===== config.mk =====
export PLATFORM = sky130hd
export DESIGN_NAME = code_monitor
export DESIGN_NICKNAME = d
export VERILOG_FILES = /design/src/code_monitor_pkg.sv /design/src/code_monitor.sv /design/src/code_change_detect.sv
export VERILOG_INCLUDE_DIRS = /design/src
export SDC_FILE = /design/constraint.sdc
export NUM_CORES = 1
export LEC_CHECK = 0
export BUFFER_PORTS_ARGS = -buffer_cell sky130_fd_sc_hd__buf_2
export CAP_MARGIN = 0
export CORE_MARGIN = 5
export CORE_UTILIZATION = 46
export CTS_CLUSTER_SIZE = 12
export DETAILED_ROUTE_END_ITERATION = 8
export PLACE_DENSITY = 0.86
export SLEW_MARGIN = 40
export SYNTH_ARGS = -nofsm -noshare
export SYNTH_HDL_FRONTEND = slang
export SYNTH_SLANG_ARGS = --single-unit

===== constraint.sdc =====
create_clock -name clk -period 1.7 [get_ports clk]
set_input_delay 0.17 -clock clk [delete_from_list [all_inputs] [get_ports clk]]
set_output_delay 0.17 -clock clk [all_outputs]
set_load 0.05 [all_outputs]

===== src/code_monitor_cfg.svh =====
`ifndef CODE_MONITOR_CFG_SVH
`define CODE_MONITOR_CFG_SVH

`define ADDR_STATUS_TWO      8'h42
`define ADDR_CODE_CONFIG     8'h43
`define ADDR_CONFIG_ONE      8'h40
`define ADDR_MASK_TWO        8'h75
`define CODE_THRESH_BIT      6
`define CODE_PINSEL_BIT      7
`define CODE_SIXTH_BIT       5
`define CFG1_FIVE_VOLT_BIT   7
`define MASK2_CHANGE_BIT     0
`define CODE_CONFIG_RESET    8'h00
`define CONFIG_ONE_RESET     8'h00
`define MASK_TWO_RESET       8'h00
`define CLK_PERIOD_NS        10
`define CHANGE_WINDOW_NS     11000
`define CHANGE_WINDOW_CYC    ((`CHANGE_WINDOW_NS) / (`CLK_PERIOD_NS))
`define ADC_MAX_CODE         10'h3ff
`define ADC_NOMINAL_CODE     10'h300

`endif


===== src/code_monitor_pkg.sv =====
package code_monitor_pkg;

  typedef struct packed {
    logic       wr;
    logic       rd;
    logic [7:0] addr;
    logic [7:0] wdata;
  } reg_req_t;

  typedef struct packed {
    logic [9:0] supply_high;
    logic [9:0] device_supply;
    logic [9:0] five_volt;
  } adc_codes_t;

  typedef enum logic [1:0] {
    ST_IDLE   = 2'b01,
    ST_ACTIVE = 2'b10
  } detect_state_t;

endpackage


===== src/code_monitor.sv =====
// Behaviour
// - code register bit 6 selects low 0.6 V input threshold when set.
// - code register bit 7 selects shared pin as sixth code input.
// - sixth code input mode disables high-supply monitoring on that pin.
// - bit 5 of code register reads zero when pin select cleared.
// - bit 5 returns live shared pin level when pin select set.
// - status two bit 0 shows high-supply out of limits when select cleared.
// - status two bit 0 shows code change when select set.
// - change detection runs only in sixth code input mode.
// - change flag sets when inputs differ from the snapshot taken at the start of the current 11 us window.
// - code change raises alert unless mask two bit 0 set.
// - measurement codes are 10-bit unsigned, saturating at 1023, nominal 768.
// - with 5 V supply select, five_volt_supply is set; device supply code passes through unscaled.
// - code register bits 0..4 return live five dedicated code pins.
// - host reads status; alert releases only when cause has gone.
`timescale 1ns/1ps
`include "code_monitor_cfg.svh"

module code_monitor
  import code_monitor_pkg::*;
(
  input  wire logic                         clk,
  input  wire logic                         rst_n,
  input  wire code_monitor_pkg::reg_req_t   req,
  output logic [7:0]                        rdata,
  input  wire logic [4:0]                   code_pins,
  input  wire logic                         shared_pin,
  input  wire logic                         supply_high_out_of_limit,
  input  wire code_monitor_pkg::adc_codes_t adc_raw,
  output code_monitor_pkg::adc_codes_t      adc_codes,
  output logic                              threshold_select,
  output logic                              supply_high_monitor_en,
  output logic                              five_volt_supply,
  output logic                              smbalert_n
);
  import code_monitor_pkg::*;

  logic [7:0] code_cfg_q;
  logic [7:0] code_cfg_d;
  logic [7:0] cfg1_q;
  logic [7:0] cfg1_d;
  logic [7:0] mask2_q;
  logic [7:0] mask2_d;
  logic       flag_q;
  logic       flag_d;
  logic [7:0] rdata_q;
  logic [7:0] rdata_d;
  adc_codes_t adc_q;
  adc_codes_t adc_d;
  logic       pin_function_select;
  logic       sixth_code_input;
  logic       change;
  logic       status_read;
  logic [7:0] code_read;
  logic [7:0] status_read_val;

  assign pin_function_select = code_cfg_q[`CODE_PINSEL_BIT];
  assign sixth_code_input = pin_function_select & shared_pin;
  assign status_read = req.rd && req.addr == `ADDR_STATUS_TWO;

  code_change_detect code_change_detect_i
  (
    .clk     (clk),
    .rst_n   (rst_n),
    .enable  (pin_function_select),
    .code_in ({sixth_code_input, code_pins}),
    .change  (change)
  );

  always_comb
  begin
    code_read = {code_cfg_q[7:6], sixth_code_input, code_pins};
    status_read_val = {7'h00, pin_function_select ? flag_q : supply_high_out_of_limit};
  end

  always_comb
  begin
    code_cfg_d = code_cfg_q;
    cfg1_d     = cfg1_q;
    mask2_d    = mask2_q;
    rdata_d    = rdata_q;
    flag_d     = flag_q;
    if (req.wr)
    begin
      case (req.addr)
        `ADDR_CODE_CONFIG: code_cfg_d = {req.wdata[7:6], 6'h00};
        `ADDR_CONFIG_ONE:  cfg1_d     = req.wdata;
        `ADDR_MASK_TWO:    mask2_d    = req.wdata;
        default:           code_cfg_d = code_cfg_q;
      endcase
    end
    if (req.rd)
    begin
      case (req.addr)
        `ADDR_CODE_CONFIG: rdata_d = code_read;
        `ADDR_STATUS_TWO:  rdata_d = status_read_val;
        `ADDR_CONFIG_ONE:  rdata_d = cfg1_q;
        `ADDR_MASK_TWO:    rdata_d = mask2_q;
        default:           rdata_d = 8'h00;
      endcase
    end
    // clear on status read, set wins
    if (status_read)
      flag_d = 1'b0;
    if (!pin_function_select)
      flag_d = 1'b0;
    if (change)
      flag_d = 1'b1;
  end

  function automatic logic [9:0] sat10(input logic [9:0] v);
    sat10 = (v > `ADC_MAX_CODE) ? `ADC_MAX_CODE : v;
  endfunction

  always_comb
  begin
    adc_d.five_volt     = sat10(adc_raw.five_volt);
    adc_d.device_supply = sat10(adc_raw.device_supply);
    // no high-supply result in code mode
    adc_d.supply_high   = pin_function_select ? 10'h000 : sat10(adc_raw.supply_high);
  end

  always_ff @(posedge clk or negedge rst_n)
  begin
    if (!rst_n)
    begin
      code_cfg_q <= `CODE_CONFIG_RESET;
      cfg1_q     <= `CONFIG_ONE_RESET;
      mask2_q    <= `MASK_TWO_RESET;
      flag_q     <= 1'b0;
      rdata_q    <= 8'h00;
      adc_q      <= '0;
    end
    else
    begin
      code_cfg_q <= code_cfg_d;
      cfg1_q     <= cfg1_d;
      mask2_q    <= mask2_d;
      flag_q     <= flag_d;
      rdata_q    <= rdata_d;
      adc_q      <= adc_d;
    end
  end

  assign rdata = rdata_q;
  assign adc_codes = adc_q;
  assign threshold_select = code_cfg_q[`CODE_THRESH_BIT];
  assign supply_high_monitor_en = ~pin_function_select;
  assign five_volt_supply = cfg1_q[`CFG1_FIVE_VOLT_BIT];
  assign smbalert_n = ~(flag_q & ~mask2_q[`MASK2_CHANGE_BIT]);

  a_flag_sets : assert property (@(posedge clk) disable iff (!rst_n)
    change |=> flag_q)
    else $error("change not latched");
  a_flag_holds : assert property (@(posedge clk) disable iff (!rst_n)
    (flag_q && pin_function_select && !status_read && !change) |=> flag_q)
    else $error("flag dropped without status read");
  a_flag_clear : assert property (@(posedge clk) disable iff (!rst_n)
    (status_read && !change) |=> !flag_q)
    else $error("flag not cleared by status read");
  a_flag_off : assert property (@(posedge clk) disable iff (!rst_n)
    (!pin_function_select && !change) |=> !flag_q)
    else $error("flag set while detection off");
  a_alert_mask : assert property (@(posedge clk) disable iff (!rst_n)
    mask2_q[`MASK2_CHANGE_BIT] |-> smbalert_n)
    else $error("alert despite mask");
  a_alert_raise : assert property (@(posedge clk) disable iff (!rst_n)
    (change && !mask2_q[`MASK2_CHANGE_BIT] && !(req.wr && req.addr == `ADDR_MASK_TWO)) |=> !smbalert_n)
    else $error("alert not raised on change");
  a_alert_release : assert property (@(posedge clk) disable iff (!rst_n)
    (status_read && !change) |=> smbalert_n)
    else $error("alert held after status read");
  a_mask_store : assert property (@(posedge clk) disable iff (!rst_n)
    (req.wr && req.addr == `ADDR_MASK_TWO) |=> mask2_q == $past(req.wdata))
    else $error("mask register not stored");
  a_thresh_write : assert property (@(posedge clk) disable iff (!rst_n)
    (req.wr && req.addr == `ADDR_CODE_CONFIG) |=> threshold_select == $past(req.wdata[`CODE_THRESH_BIT]))
    else $error("threshold select not stored");
  a_pinsel_write : assert property (@(posedge clk) disable iff (!rst_n)
    (req.wr && req.addr == `ADDR_CODE_CONFIG) |=> pin_function_select == $past(req.wdata[`CODE_PINSEL_BIT]))
    else $error("pin function select not stored");
  a_monitor_off : assert property (@(posedge clk) disable iff (!rst_n)
    (req.wr && req.addr == `ADDR_CODE_CONFIG && req.wdata[`CODE_PINSEL_BIT]) |=> !supply_high_monitor_en)
    else $error("supply monitor still enabled in code mode");
  a_code_live : assert property (@(posedge clk) disable iff (!rst_n)
    (req.rd && req.addr == `ADDR_CODE_CONFIG) |=> rdata[4:0] == $past(code_pins))
    else $error("dedicated code bits not live");
  a_sixth_zero : assert property (@(posedge clk) disable iff (!rst_n)
    (req.rd && req.addr == `ADDR_CODE_CONFIG && !pin_function_select) |=> rdata[`CODE_SIXTH_BIT] == 1'b0)
    else $error("sixth bit nonzero with select clear");
  a_sixth_live : assert property (@(posedge clk) disable iff (!rst_n)
    (req.rd && req.addr == `ADDR_CODE_CONFIG && pin_function_select) |=> rdata[5:0] == $past({shared_pin, code_pins}))
    else $error("code bits not live");
  a_status_mux : assert property (@(posedge clk) disable iff (!rst_n)
    (status_read && !pin_function_select) |=> rdata[0] == $past(supply_high_out_of_limit))
    else $error("status bit 0 not supply limit");
  a_status_flag : assert property (@(posedge clk) disable iff (!rst_n)
    (status_read && pin_function_select) |=> rdata[0] == $past(flag_q))
    else $error("status bit 0 not change flag");
  a_unmapped_zero : assert property (@(posedge clk) disable iff (!rst_n)
    (req.rd && !(req.addr inside {`ADDR_STATUS_TWO, `ADDR_CODE_CONFIG, `ADDR_CONFIG_ONE, `ADDR_MASK_TWO}))
      |=> rdata == 8'h00)
    else $error("unmapped read not zero");
  a_five_volt : assert property (@(posedge clk) disable iff (!rst_n)
    (req.wr && req.addr == `ADDR_CONFIG_ONE) |=> five_volt_supply == $past(req.wdata[`CFG1_FIVE_VOLT_BIT]))
    else $error("five volt select not stored");
  a_adc_pass : assert property (@(posedge clk) disable iff (!rst_n)
    1'b1 |=> adc_codes.device_supply == $past(adc_raw.device_supply))
    else $error("device supply code not passed");
  a_supply_off : assert property (@(posedge clk) disable iff (!rst_n)
    pin_function_select |=> adc_codes.supply_high == 10'h000)
    else $error("supply result while in code mode");
endmodule


===== src/code_change_detect.sv =====
`timescale 1ns/1ps
`include "code_monitor_cfg.svh"

module code_change_detect
  import code_monitor_pkg::*;
(
  input  wire logic       clk,
  input  wire logic       rst_n,
  input  wire logic       enable,
  input  wire logic [5:0] code_in,
  output logic            change
);
  import code_monitor_pkg::*;

  localparam logic [10:0] WIN_LAST = 11'(`CHANGE_WINDOW_CYC - 1);

  detect_state_t state_q;
  detect_state_t state_d;
  logic [10:0]   cnt_q;
  logic [10:0]   cnt_d;
  logic [5:0]    snap_q;
  logic [5:0]    snap_d;
  logic          change_q;
  logic          change_d;

  always_comb
  begin
    state_d  = state_q;
    cnt_d    = cnt_q;
    snap_d   = snap_q;
    change_d = 1'b0;
    case (state_q)
      ST_IDLE:
      begin
        cnt_d  = 11'h000;
        snap_d = code_in;
        if (enable)
          state_d = ST_ACTIVE;
      end
      ST_ACTIVE:
      begin
        change_d = (code_in != snap_q);
        if (cnt_q == WIN_LAST)
        begin
          cnt_d  = 11'h000;
          snap_d = code_in;
        end
        else
          cnt_d = cnt_q + 11'h001;
        if (!enable)
        begin
          state_d  = ST_IDLE;
          change_d = 1'b0;
        end
      end
      default:
        state_d = ST_IDLE;
    endcase
  end

  always_ff @(posedge clk or negedge rst_n)
  begin
    if (!rst_n)
    begin
      state_q  <= ST_IDLE;
      cnt_q    <= 11'h000;
      snap_q   <= 6'h00;
      change_q <= 1'b0;
    end
    else
    begin
      state_q  <= state_d;
      cnt_q    <= cnt_d;
      snap_q   <= snap_d;
      change_q <= change_d;
    end
  end

  assign change = change_q;

  a_refresh_period : assert property (@(posedge clk) disable iff (!rst_n)
    (state_q == ST_ACTIVE && cnt_q == WIN_LAST && enable) |=> cnt_q == 11'h000 && snap_q == $past(code_in))
    else $error("snapshot not refreshed at window end");
  a_idle_quiet : assert property (@(posedge clk) disable iff (!rst_n)
    !enable |=> !change_q)
    else $error("change reported while detection off");
endmodule


==> impl_metrics.ini, run 1 <==
[timing]
post-route-min-period_ps = 1710
timing.fmax_mhz = 585
maxSlewViolCount = 0
timing_worst_slew_pin_value_ps = 646
worst_hold_slack_ps = 42.8
setup_violations = 1
hold_viol = 0
setup_repair_after_global_routing_missed_its_margin = true
timing.final.crit_share_pct = 101
fin_skew_ps = 13.3
fin_ws_ps = -9.50
worst_slew_margin_rel_pct = 56.8
finalSetupTns_ps = -9.50

[finish]
area.growth.synth_to_final_pct = 36.8
multiInputGateArea_sq_um = 1190
final_layout_size_suffix_gt1_share_pct = 44.5
num-fill-cells = 494
design_area_sq_um = 4350
nNetsFinal = 448
antenna_cells = 0
seqCellArea_sq_um = 1930
utilization_pct = 64.4

[placement]
port_buffers = 98
place_congestion = 0.868
dp_hpwl_um = 5240
postPlaceCellArea_sq_um = 3810

[worst_hold_path]
timing.hold.worst.class = primary input to register

[die]
initial_utilization_pct = 47.1
fp.dieH_um = 93.1
placementRows = 30
floorplan.io_pins = 99
die_area_sq_um = 8670
die_x_um = 93.1
core_sq_um = 6760

[yosys]
synthTopCellsByArea = sky130_fd_sc_hd__dfrtp_1, sky130_fd_sc_hd__mux2_2, sky130_fd_sc_hd__clkbuf_1, sky130_fd_sc_hd__nor2b_1, sky130_fd_sc_hd__a22o_1
synthesis.area_per_instance_sq_um = 12.0
post_synth_instance_area_sq_um = 3180
yosys.area.top_type = sky130_fd_sc_hd__dfrtp_1
postSynth.asyncResetShare_pct = 100
ys_ff_latch = 77
post_synth_edffs = 0
synth_top_cell_area_share_pct = 59.8
ys.warnings.count = 0
yosys.cell_types.count = 42
synth.yosys.seq_area_share_pct = 60.6
postSynthNetCount = 326
postSynth.topFlopCell = sky130_fd_sc_hd__dfrtp_1
synth_cells = 266

[detailed_routing]
drt_pre_antenna_iters = 4
route.layer.met1.wl_um = 3020
post_route_wl_um = 7790
routed.top_layer = met4
met2_wl_post_dr_um = 4100
antenna_left = 0
wl_met3_um = 547
avgRoutedWirePerCell_um = 16.5
avg_vias_per_cell = 5.20
detailroute.via_count = 2461
drc = 0
first_iter_violations = 156

[power]
total_leakage_power_nw = 2.08
total_switching_power_mw = 1.46
power_per_cell_area_nw_per_um2 = 1110
cell_internal_pwr_mw = 3.38
ir_drop_v = 0.000779
sequentialPowerShare_pct = 43.2
clkPwrFrac_pct = 29.7
power.share.switching_pct = 30.2
comb_power_share_pct = 27.1

[grt]
grt_overflow_total = 0
number_of_antenna_violations_at_the_first_check_in_global_routing = 0
grt_pass1_wl_um = 13000
maximum_number_of_pins_on_one_net_before_global_route_repair = 42
grt_usage_pct = 19.1
grt_pass1_vias = 2696

[cts]
ctsHtreeMaxLevel = 3
tritoncts = built
cts_made_buffers = 9
cts_num_sinks = 77
cts_root_buffer = sky130_fd_sc_hd__clkbuf_8
clockBufferDepth = 2
worstSkewPairLatency_ps = 350
cts.clk_slew.worst_paths_ps = 80

[setup_path]
worst_ep_required_time_ps = 1970
worst_ep_arrival_time_ps = 1980
cp_max_fo = 3
critPathLaunchType = register
path_class = register to register
cp-end-kind = register

[job]
timing.max_cap.violations = 0

[run_status]
violations = negative setup slack
outcome = complete, but fails checks
kinds of logic (layout without fill, tap and decap cells):
family	count (synthesis)	count (layout)	synth area share [%]
buffers and inverters	35	162	4.21
AOI/OAI and AO/OA	44	44	9.52
adders and majority gates	3	3	1.18
muxes	24	24	8.50
DFF	77	77	60.6
and+or+nand+nor	71	71	12.6
xor gates and xnor gates	12	12	3.31
synthesized netlist by cell type, drive strengths merged, types with 2 or more instances:
master and instances:
a21oi 9, a22o 7, a22oi 8, and2 3, buf 3, clkbuf 26, dfrtp 76, ha 3
inv 6, mux2 24, nand2 15, nand2b 3, nand3 5, nand4 3, nor2 13, nor2b 14
nor3 3, nor4 3, o211ai 2, o21ai 9, or3 3, or4 2, xnor2 5, xor2 7
critical path, stage by stage (launching register included):
cell	delay, ps
sky130_fd_sc_hd__dfstp_2	550
sky130_fd_sc_hd__inv_2	50
sky130_fd_sc_hd__ha_4	230
sky130_fd_sc_hd__a311o_1	300
sky130_fd_sc_hd__or4_1	410
sky130_fd_sc_hd__o211ai_1	90
cell type report:
class / count / share of cell area, %
Clock inverter: 4 / 1.27
Multi-Input combinational cell: 154 / 27.5
Inverter: 6 / 0.518
Tap cell: 80 / 2.30
Timing Repair Buffer: 140 / 20.5
Clock buffer: 12 / 3.57
Sequential cell: 77 / 44.4
flip-flops by register name (all words and copies together), names as in the netlist:
name                          flops
adc_codes                        30
cfg1_q                            8
code_cfg_q                        2
code_change_detect_i.change       1
code_change_detect_i.cnt_q       11
code_change_detect_i.snap_q       6
code_change_detect_i.state_q      2
flag_q                            1
mask2_q                           8
rdata                             8
per-layer routing:
layer	GRT usage, %	vias to the layer above
met5	0	-
met2	32.9	91
met4	6.47	0
met1	22.5	1205
li1	-	1153
met3	6.11	12
power groups by stage:
stage | logic (mW) | registers [mW] | clock network [mW]
after floorplan | 0.463 | 2.27 | 0
after detailed placement | 0.993 | 2.11 | 0
after CTS | 1.14 | 2.09 | 1.47
after global routing | 1.42 | 2.11 | 1.56
final | 1.31 | 2.09 | 1.44
after global placement | 0.950 | 2.10 | 0
what timing repair did:
item	in CTS	in global routing
setup endpoints to repair	7	13
hold endpoints to repair	76	0
buffers inserted	2	2
resized for setup	6	15
cloned	0	0
hold buffers	21	0
pin swaps	1	0
path summary, 6_finish.rpt:
check                                                            start                                          end  slack, ps  depth (start not counted)
setup / recovery           code_change_detect_i.state_q[0]$_DFFE_PN1P_   code_change_detect_i.cnt_q[10]$_DFFE_PN0P_        -10                          5
hold / removal                                             adc_raw[20]                      adc_codes[20]$_DFF_PN0_         40                          2
setup reg to reg           code_change_detect_i.state_q[0]$_DFFE_PN1P_   code_change_detect_i.cnt_q[10]$_DFFE_PN0P_        -10                          5
hold reg to reg                  code_change_detect_i.change$_DFF_PN0_                           flag_q$_DFFE_PN0P_        440                          1
max in group asynchronous                                        rst_n  code_change_detect_i.state_q[0]$_DFFE_PN1P_        870                          3
min in group asynchronous                                        rst_n                         rdata[0]$_DFFE_PN0P_        220                          2
cells in the final DEF (no fill, tap or decap), drive strengths merged, types with 2 or more instances in the layout:
master	instances
inv	7
or3	3
nor4	3
nor3	3
xnor2	5
a22oi	8
dlygate4sd3	21
clkbuf	12
nor2	13
and2	3
a22o	7
dfrtp	76
nor2b	14
buf	119
ha	3
or4	2
mux2	24
a21oi	9
o211ai	2
nand4	3
o21ai	9
nand2b	3
nand3	5
nand2	15
xor2	7
per-stage QoR:
stage / setup WS [ps] / total power [mW] / cells
global route: -78.1 / 5.08 / 473
floorplan: -47.0 / 2.74 / 266
global placement: -11.1 / 3.05 / 432
CTS: -15.4 / 4.70 / 471
detailed placement: -97.1 / 3.11 / 432
finish: -9.50 / 4.84 / 473
Power figures use the tool's default switching activity.
==> run 2: changes to the inputs <==
--- a/config.mk
+++ b/config.mk
@@ -9,10 +9,11 @@
 export BUFFER_PORTS_ARGS = -buffer_cell sky130_fd_sc_hd__buf_2
 export CAP_MARGIN = 0
 export CORE_MARGIN = 5
-export CORE_UTILIZATION = 46
+export CORE_UTILIZATION = 54
 export CTS_CLUSTER_SIZE = 12
 export DETAILED_ROUTE_END_ITERATION = 8
-export PLACE_DENSITY = 0.86
+export PLACE_DENSITY = 0.94
+export RECOVER_POWER = 100
 export SLEW_MARGIN = 40
 export SYNTH_ARGS = -nofsm -noshare
 export SYNTH_HDL_FRONTEND = slang
==> constraint.sdc (replaced) <==
create_clock -name clk -period 2 [get_ports clk]
set_input_delay 0.2 -clock clk [delete_from_list [all_inputs] [get_ports clk]]
set_output_delay 0.2 -clock clk [all_outputs]
set_load 0.05 [all_outputs]
==> run 2 against run 1 <==
Effect of this change:
- the flow now finishes without violations
- hold slack improved by 39 ps
- critical path depth grew 1
- combinational power shrank 38%
- global-route usage grew 1.1 points
- final area shrank 7.3%
- via count down 1.2%
- register-to-register slack improved by 100 ps
- critical path type unchanged
==> impl_metrics.ini, run 2 (synthesis results as in run 1) <==
[worst_hold_path]
timing.hold.worst.class = primary input to register
holdCritStartpoint = adc_raw[26]
hold_path_end = adc_codes[26]$_DFF_PN0_
worst_hold_path.num_cells = 2

[cts]
ctsHtreeMaxLevel = 3
tritoncts = built
worstSkewPairLatency_ps = 330
ctsResizeCount = 0
cts_num_sinks = 77
clockBufferDepth = 2
cts.hold.buffers_added = 21
cts.clk_slew.worst_paths_ps = 80
cts_root_buffer = sky130_fd_sc_hd__clkbuf_8
setup_buffers_after_cts = 0
cts_made_buffers = 9

[finish]
design_area_sq_um = 4030
final_layout_size_suffix_gt1_share_pct = 27.1
instances_no_fill = 455
seqCellArea_sq_um = 1930
mostFrequentLayoutCell = sky130_fd_sc_hd__dfrtp_1
antenna_cells = 0
nNetsFinal = 436
num-fill-cells = 452
layout_common_cells = sky130_fd_sc_hd__dfrtp_1, sky130_fd_sc_hd__buf_2, sky130_fd_sc_hd__clkbuf_1, sky130_fd_sc_hd__mux2_2, sky130_fd_sc_hd__dlygate4sd3_1
flip_flop_count_of_the_largest_register_after_layout = 30
utilization_pct = 69.3
area.growth.synth_to_final_pct = 26.8
multiInputGateArea_sq_um = 1100

[power]
power_per_cell_area_nw_per_um2 = 927
power.share.switching_pct = 29.8
cell_internal_pwr_mw = 2.63
comb_power_share_pct = 21.6
ir_drop_v = 0.000595
total_leakage_power_nw = 1.84
clkPwrFrac_pct = 31.0
sequentialPowerShare_pct = 47.4
total_switching_power_mw = 1.11

[placement]
dp_hpwl_um = 5160
placedCellCount = 419
place_ws_ps = 96.0
postPlaceCellArea_sq_um = 3720
place_congestion = 0.846
port_buffers = 98

[setup_path]
critPathLaunchType = register
worst_ep_arrival_time_ps = 2160
critical_path.max_stage_delay_ps = 550
crit-reg2reg-capture = code_change_detect_i.cnt_q[8]$_DFFE_PN0P_
timing.reg2reg.setup_slack_ps = 90
path_class = register to register
worst_ep_required_time_ps = 2250
cp-end-kind = register
reg2reg_depth = 6
cp_max_fo = 7
crit_path_cell_trace = inv_1 -> ha_1 -> a311o_1 -> buf_4 -> or3_1 -> o211ai_1
r2r-start = code_change_detect_i.state_q[0]$_DFFE_PN1P_
cpMaxStageDelayCell = sky130_fd_sc_hd__dfstp_2

[die]
die_x_um = 86.7
initial_utilization_pct = 54.7
placementRows = 28
die_area_sq_um = 7520
core_sq_um = 5820
floorplan.io_pins = 99
fp.dieH_um = 86.7

[timing]
fin_skew_ps = 8.58
timing.fmax_mhz = 524
worst_slew_margin_rel_pct = 30.7
setup_violations = 0
post-route-min-period_ps = 1910
timing_worst_slew_pin_value_ps = 1040
timing.final.crit_share_pct = 95.4
setup_repair_after_global_routing_missed_its_margin = false
fin_ws_ps = 91.4
hold_viol = 0
finalSetupTns_ps = 0
maxSlewViolCount = 0

[detailed_routing]
antenna_left = 0
drt_pre_antenna_iters = 4
post_route_wl_um = 7200
first_iter_violations = 102
detailroute.via_count = 2431
drc = 0
avg_vias_per_cell = 5.34
avgRoutedWirePerCell_um = 15.8

[grt]
use_met1_pct = 23.0
grt_pass1_vias = 2587
grt_usage_pct = 20.2
grt.met3_usage_pct = 6.08
maximum_number_of_pins_on_one_net_before_global_route_repair = 44
number_of_antenna_violations_at_the_first_check_in_global_routing = 0
gr-usage-met2_pct = 34.8
grt_pass1_wl_um = 11700
grt_overflow_total = 0
gr-max-usage-layer = met2

[job]
timing.max_cap.violations = 0

[run_status]
outcome = finished, final reports clean
## run 2: cell types whose count changed in the layout (fill, tap and decap cells not counted), moves of 3 or more
| cell | delta |
|---|---|
| sky130_fd_sc_hd__clkbuf_2 | +5 |
| sky130_fd_sc_hd__o21ai_0 | +3 |
| sky130_fd_sc_hd__mux2_4 | -4 |
| sky130_fd_sc_hd__o21ai_1 | -3 |
| sky130_fd_sc_hd__clkbuf_1 | +45 |
| sky130_fd_sc_hd__buf_2 | -42 |
| sky130_fd_sc_hd__buf_4 | -18 |
| sky130_fd_sc_hd__mux2_2 | +4 |
## run 2: how the worst max path moves through the flow
stage                                                start                                         end  slack (ps)
2_1_floorplan  code_change_detect_i.state_q[0]$_DFFE_PN1P_  code_change_detect_i.cnt_q[10]$_DFFE_PN0P_         100
3_3_place_gp   code_change_detect_i.state_q[0]$_DFFE_PN1P_  code_change_detect_i.cnt_q[10]$_DFFE_PN0P_         150
3_5_place_dp   code_change_detect_i.state_q[0]$_DFFE_PN1P_   code_change_detect_i.cnt_q[8]$_DFFE_PN0P_         100
4_1_cts        code_change_detect_i.state_q[0]$_DFFE_PN1P_   code_change_detect_i.cnt_q[8]$_DFFE_PN0P_          90
5_1_grt        code_change_detect_i.state_q[0]$_DFFE_PN1P_   code_change_detect_i.cnt_q[8]$_DFFE_PN0P_          30
6_report       code_change_detect_i.state_q[0]$_DFFE_PN1P_   code_change_detect_i.cnt_q[8]$_DFFE_PN0P_          90
## run 2: power groups by stage
stage | sequential [mW] | combinational, mW | clock, mW
after floorplan | 1.93 | 0.383 | 0
after global placement | 1.79 | 0.768 | 0
after detailed placement | 1.80 | 0.801 | 0
after CTS | 1.77 | 0.852 | 1.19
after global routing | 1.79 | 0.876 | 1.27
final | 1.77 | 0.807 | 1.16
## run 2: area by class of cell
cell class	count	share of cell area, %
Clock buffer	11	3.75
Clock inverter	4	1.18
Inverter	6	0.558
Multi-Input combinational cell	154	27.2
Sequential cell	77	47.8
Tap cell	75	2.33
Timing Repair Buffer	128	17.1
## run 2: worst max-delay path, delay by kind of cell (launching register included)
family                     cells  cell delay (ps)
AOI/OAI and AO/OA              2              430
adders and majority gates      1              300
buffers and inverters          2              210
DFF                            1              550
and+or+nand+nor                1              340
## run 2: layer usage
metal / vias up / share of wire, %
li1: 1129 / -
met1: 1166 / 38
met2: 118 / 50
met4: 0 / 2.3
met5: - / 0
met3: 18 / 9.5
## run 2: metrics by stage
stage | total power, mW | hold slack (ps)
after floorplan | 2.32 | -95.6
after global placement | 2.56 | 212
after detailed placement | 2.60 | 222
after CTS | 3.81 | 70.7
after global routing | 3.93 | 59.5
final | 3.74 | 82.0
==> run 3: changes to the inputs <==
--- a/config.mk
+++ b/config.mk
@@ -9,12 +9,13 @@
 export BUFFER_PORTS_ARGS = -buffer_cell sky130_fd_sc_hd__buf_2
 export CAP_MARGIN = 0
 export CORE_MARGIN = 5
-export CORE_UTILIZATION = 54
+export CORE_UTILIZATION = 55
 export CTS_CLUSTER_SIZE = 12
 export DETAILED_ROUTE_END_ITERATION = 8
-export PLACE_DENSITY = 0.94
+export PLACE_DENSITY = 0.95
 export RECOVER_POWER = 100
 export SLEW_MARGIN = 40
 export SYNTH_ARGS = -nofsm -noshare
 export SYNTH_HDL_FRONTEND = slang
+export SYNTH_HIERARCHICAL = 1
 export SYNTH_SLANG_ARGS = --single-unit
==> run 3 against run 2 <==
Effect of this change:
- critical endpoint is now code_change_detect_i/cnt_q[8]$_DFFE_PN0P_
- critical path type unchanged
- routed wire length grew 6.8%
- register-to-register slack is essentially flat
- synthesized cell count shrank 1.9%
- global-route usage grew 1.8 points
==> impl_metrics.ini, run 3 <==
[worst_hold_path]
timing.hold.worst.class = primary input to register
hold_path_end = adc_codes[20]$_DFF_PN0_
holdCritStartpoint = adc_raw[20]
worst_hold_path.num_cells = 2

[setup_path]
cp-end-kind = register
crit_path_cell_trace = inv_1 -> ha_1 -> nand3b_1 -> nor3_1 -> xnor2_1 -> nor2_1
critPathLaunchType = register
cpMaxStageDelayCell = sky130_fd_sc_hd__dfstp_1
reg2reg_depth = 6
timing.reg2reg.setup_slack_ps = 100
path_class = register to register
r2r-start = code_change_detect_i/state_q[0]$_DFFE_PN1P_
critical_path.max_stage_delay_ps = 550
cp_max_fo = 11
worst_ep_required_time_ps = 2220
crit-reg2reg-capture = code_change_detect_i/cnt_q[8]$_DFFE_PN0P_
worst_ep_arrival_time_ps = 2120

[placement]
place_congestion = 0.908
placedCellCount = 414
dp_hpwl_um = 5430
port_buffers = 98

[power]
power_per_cell_area_nw_per_um2 = 933
total_leakage_power_nw = 1.85
ir_drop_v = 0.000597

[die]
core_sq_um = 5850
placementRows = 28
fp.dieH_um = 87.0
die_area_sq_um = 7570
initial_utilization_pct = 55.8
die_x_um = 87.0
floorplan.io_pins = 99

[finish]
area.growth.synth_to_final_pct = 26.5
final_layout_size_suffix_gt1_share_pct = 28.5
mostFrequentLayoutCell = sky130_fd_sc_hd__dfrtp_1
utilization_pct = 70.6
antenna_cells = 0
layout_common_cells = sky130_fd_sc_hd__dfrtp_1, sky130_fd_sc_hd__buf_2, sky130_fd_sc_hd__clkbuf_1, sky130_fd_sc_hd__dlygate4sd3_1, sky130_fd_sc_hd__mux2_2
instances_no_fill = 451
flip_flop_count_of_the_largest_register_after_layout = 30
nNetsFinal = 431

[detailed_routing]
drc = 0
post_route_wl_um = 7690
avgRoutedWirePerCell_um = 17.0
first_iter_violations = 102
antenna_left = 0
drt_pre_antenna_iters = 4
avg_vias_per_cell = 5.49
detailroute.via_count = 2478

[cts]
cts_root_buffer = sky130_fd_sc_hd__clkbuf_8
clockBufferDepth = 2
ctsHtreeMaxLevel = 3
cts_made_buffers = 9
cts.clk_slew.worst_paths_ps = 80
cts_num_sinks = 77
tritoncts = built
setup_buffers_after_cts = 0
worstSkewPairLatency_ps = 340

[yosys]
synthesis.area_per_instance_sq_um = 12.5
postSynth.topFlopCell = sky130_fd_sc_hd__dfrtp_1
post-synth-top-count-cell = sky130_fd_sc_hd__dfrtp_1
postSynth.asyncResetShare_pct = 100
synth.yosys.seq_area_share_pct = 59.1
ys_ff_latch = 77
synth_top_cell_area_share_pct = 58.3
yosys.area.top_type = sky130_fd_sc_hd__dfrtp_1
postSynthNetCount = 321
ys.warnings.count = 6
yosys.cell_types.count = 48
synth_cells = 261
synthTopCellsByArea = sky130_fd_sc_hd__dfrtp_1, sky130_fd_sc_hd__mux2_2, sky130_fd_sc_hd__mux2_4, sky130_fd_sc_hd__clkbuf_1, sky130_fd_sc_hd__nor2b_1
post_synth_instance_area_sq_um = 3260
ys_top_cells_by_count = sky130_fd_sc_hd__dfrtp_1, sky130_fd_sc_hd__clkbuf_1, sky130_fd_sc_hd__mux2_2
post_synth_edffs = 0

[timing]
post-route-min-period_ps = 1900
setup_repair_after_global_routing_missed_its_margin = false
maxSlewViolCount = 0
timing.fmax_mhz = 526
worst_slew_margin_rel_pct = 30.3
fin_skew_ps = 7.11
setup_violations = 0
hold_viol = 0
finalSetupTns_ps = 0
timing.final.crit_share_pct = 95.0
timing_worst_slew_pin_value_ps = 1050

[grt]
grt_pass1_vias = 2639
grt_usage_pct = 22.0
number_of_antenna_violations_at_the_first_check_in_global_routing = 0
maximum_number_of_pins_on_one_net_before_global_route_repair = 44
grt_overflow_total = 0
grt_pass1_wl_um = 12600

[run_status]
outcome = finished, final reports clean

[job]
timing.max_cap.violations = 0
-- run 3: changes by cell type in the layout (fill, tap and decap cells not counted), sizes merged, moves of 5 or more --
cell	delta
a21oi	-8
a22o	-7
clkbuf	-7
a211oi	+6
a21boi	+5
-- run 3: worst max path at each step --
stage / depth (start not counted) / to / startpoint
2_1_floorplan: 5 / code_change_detect_i/snap_q[0]$_DFFE_PN0P_ / code_change_detect_i/state_q[0]$_DFFE_PN1P_
3_3_place_gp: 5 / rdata[5]$_DFFE_PN0P_ / req[12]
3_5_place_dp: 5 / rdata[5]$_DFFE_PN0P_ / req[12]
4_1_cts: 6 / code_change_detect_i/cnt_q[10]$_DFFE_PN0P_ / code_change_detect_i/state_q[0]$_DFFE_PN1P_
5_1_grt: 6 / code_change_detect_i/cnt_q[9]$_DFFE_PN0P_ / code_change_detect_i/state_q[0]$_DFFE_PN1P_
6_report: 6 / code_change_detect_i/cnt_q[8]$_DFFE_PN0P_ / code_change_detect_i/state_q[0]$_DFFE_PN1P_
-- run 3: critical path: cells and delay by family (launching register included) --
kind / cells / cell delay [ps]
DFF: 1 / 550
adders and majority gates: 1 / 410
and+or+nand+nor: 3 / 610
buffers and inverters: 1 / 50
xor gates and xnor gates: 1 / 150
-- run 3: layout make-up --
| type | count | area [sq um] |
|---|---|---|
| flip-flops and latches | 77 | 1930 |
| fillers | 415 | 1720 |
| multi-input cells | 152 | 1170 |
| repair buffers | 125 | 702 |
| clock buffers | 10 | 128 |
| well taps | 75 | 93.8 |
| clock inverters | 6 | 87.6 |
| inverters | 6 | 22.5 |
-- run 3: kinds of logic after synthesis --
logic type               synth area share (%)
flip-flops                               59.1
AND/OR/NAND/NOR                          14.5
AO/OA/AOI/OAI                            8.52
buffers and inverters                    3.99
multiplexers                             9.74
XOR/XNOR                                 2.95
adder cells (fa/ha/maj)                  1.15
-- run 3: per-layer routing --
layer	GRT usage [%]	share of wire [%]	vias to the layer above
li1	-	-	1123
met1	25.3	38	1225
met2	36.3	51	113
met3	6.81	8.5	17
met4	12.0	2.2	0
met5	0	0	-
-- run 3: what timing repair did --
| action | in CTS | in global routing |
|---|---|---|
| endpoints found under the hold margin | 61 | 0 |
| setup endpoints to repair | 0 | 1 |
| gates resized for setup | 0 | 1 |
| hold buffers | 21 | 0 |
-- run 3: power breakdown --
group / switching (mW) / total [mW] / internal, mW
Clock: 0.561 / 1.26 / 0.700
Sequential: 0.0850 / 1.78 / 1.69
Combinational: 0.488 / 0.812 / 0.324
Total: 1.13 / 3.85 / 2.72
-- run 3: metrics by stage --
| step | setup slack [ps] | instance area (sq um) | hold slack, ps | power [mW] |
|---|---|---|---|---|
| after global routing | 6.04 | 4130 | 65.6 | 4.04 |
| after CTS | 81.9 | 4220 | 58.8 | 3.94 |
| after detailed placement | 60.1 | 3800 | 224 | 2.65 |
| final | 99.6 | 4130 | 71.6 | 3.85 |
| after global placement | 158 | 3800 | 210 | 2.60 |
| after floorplan | 200 | 3260 | -95.6 | 2.42 |
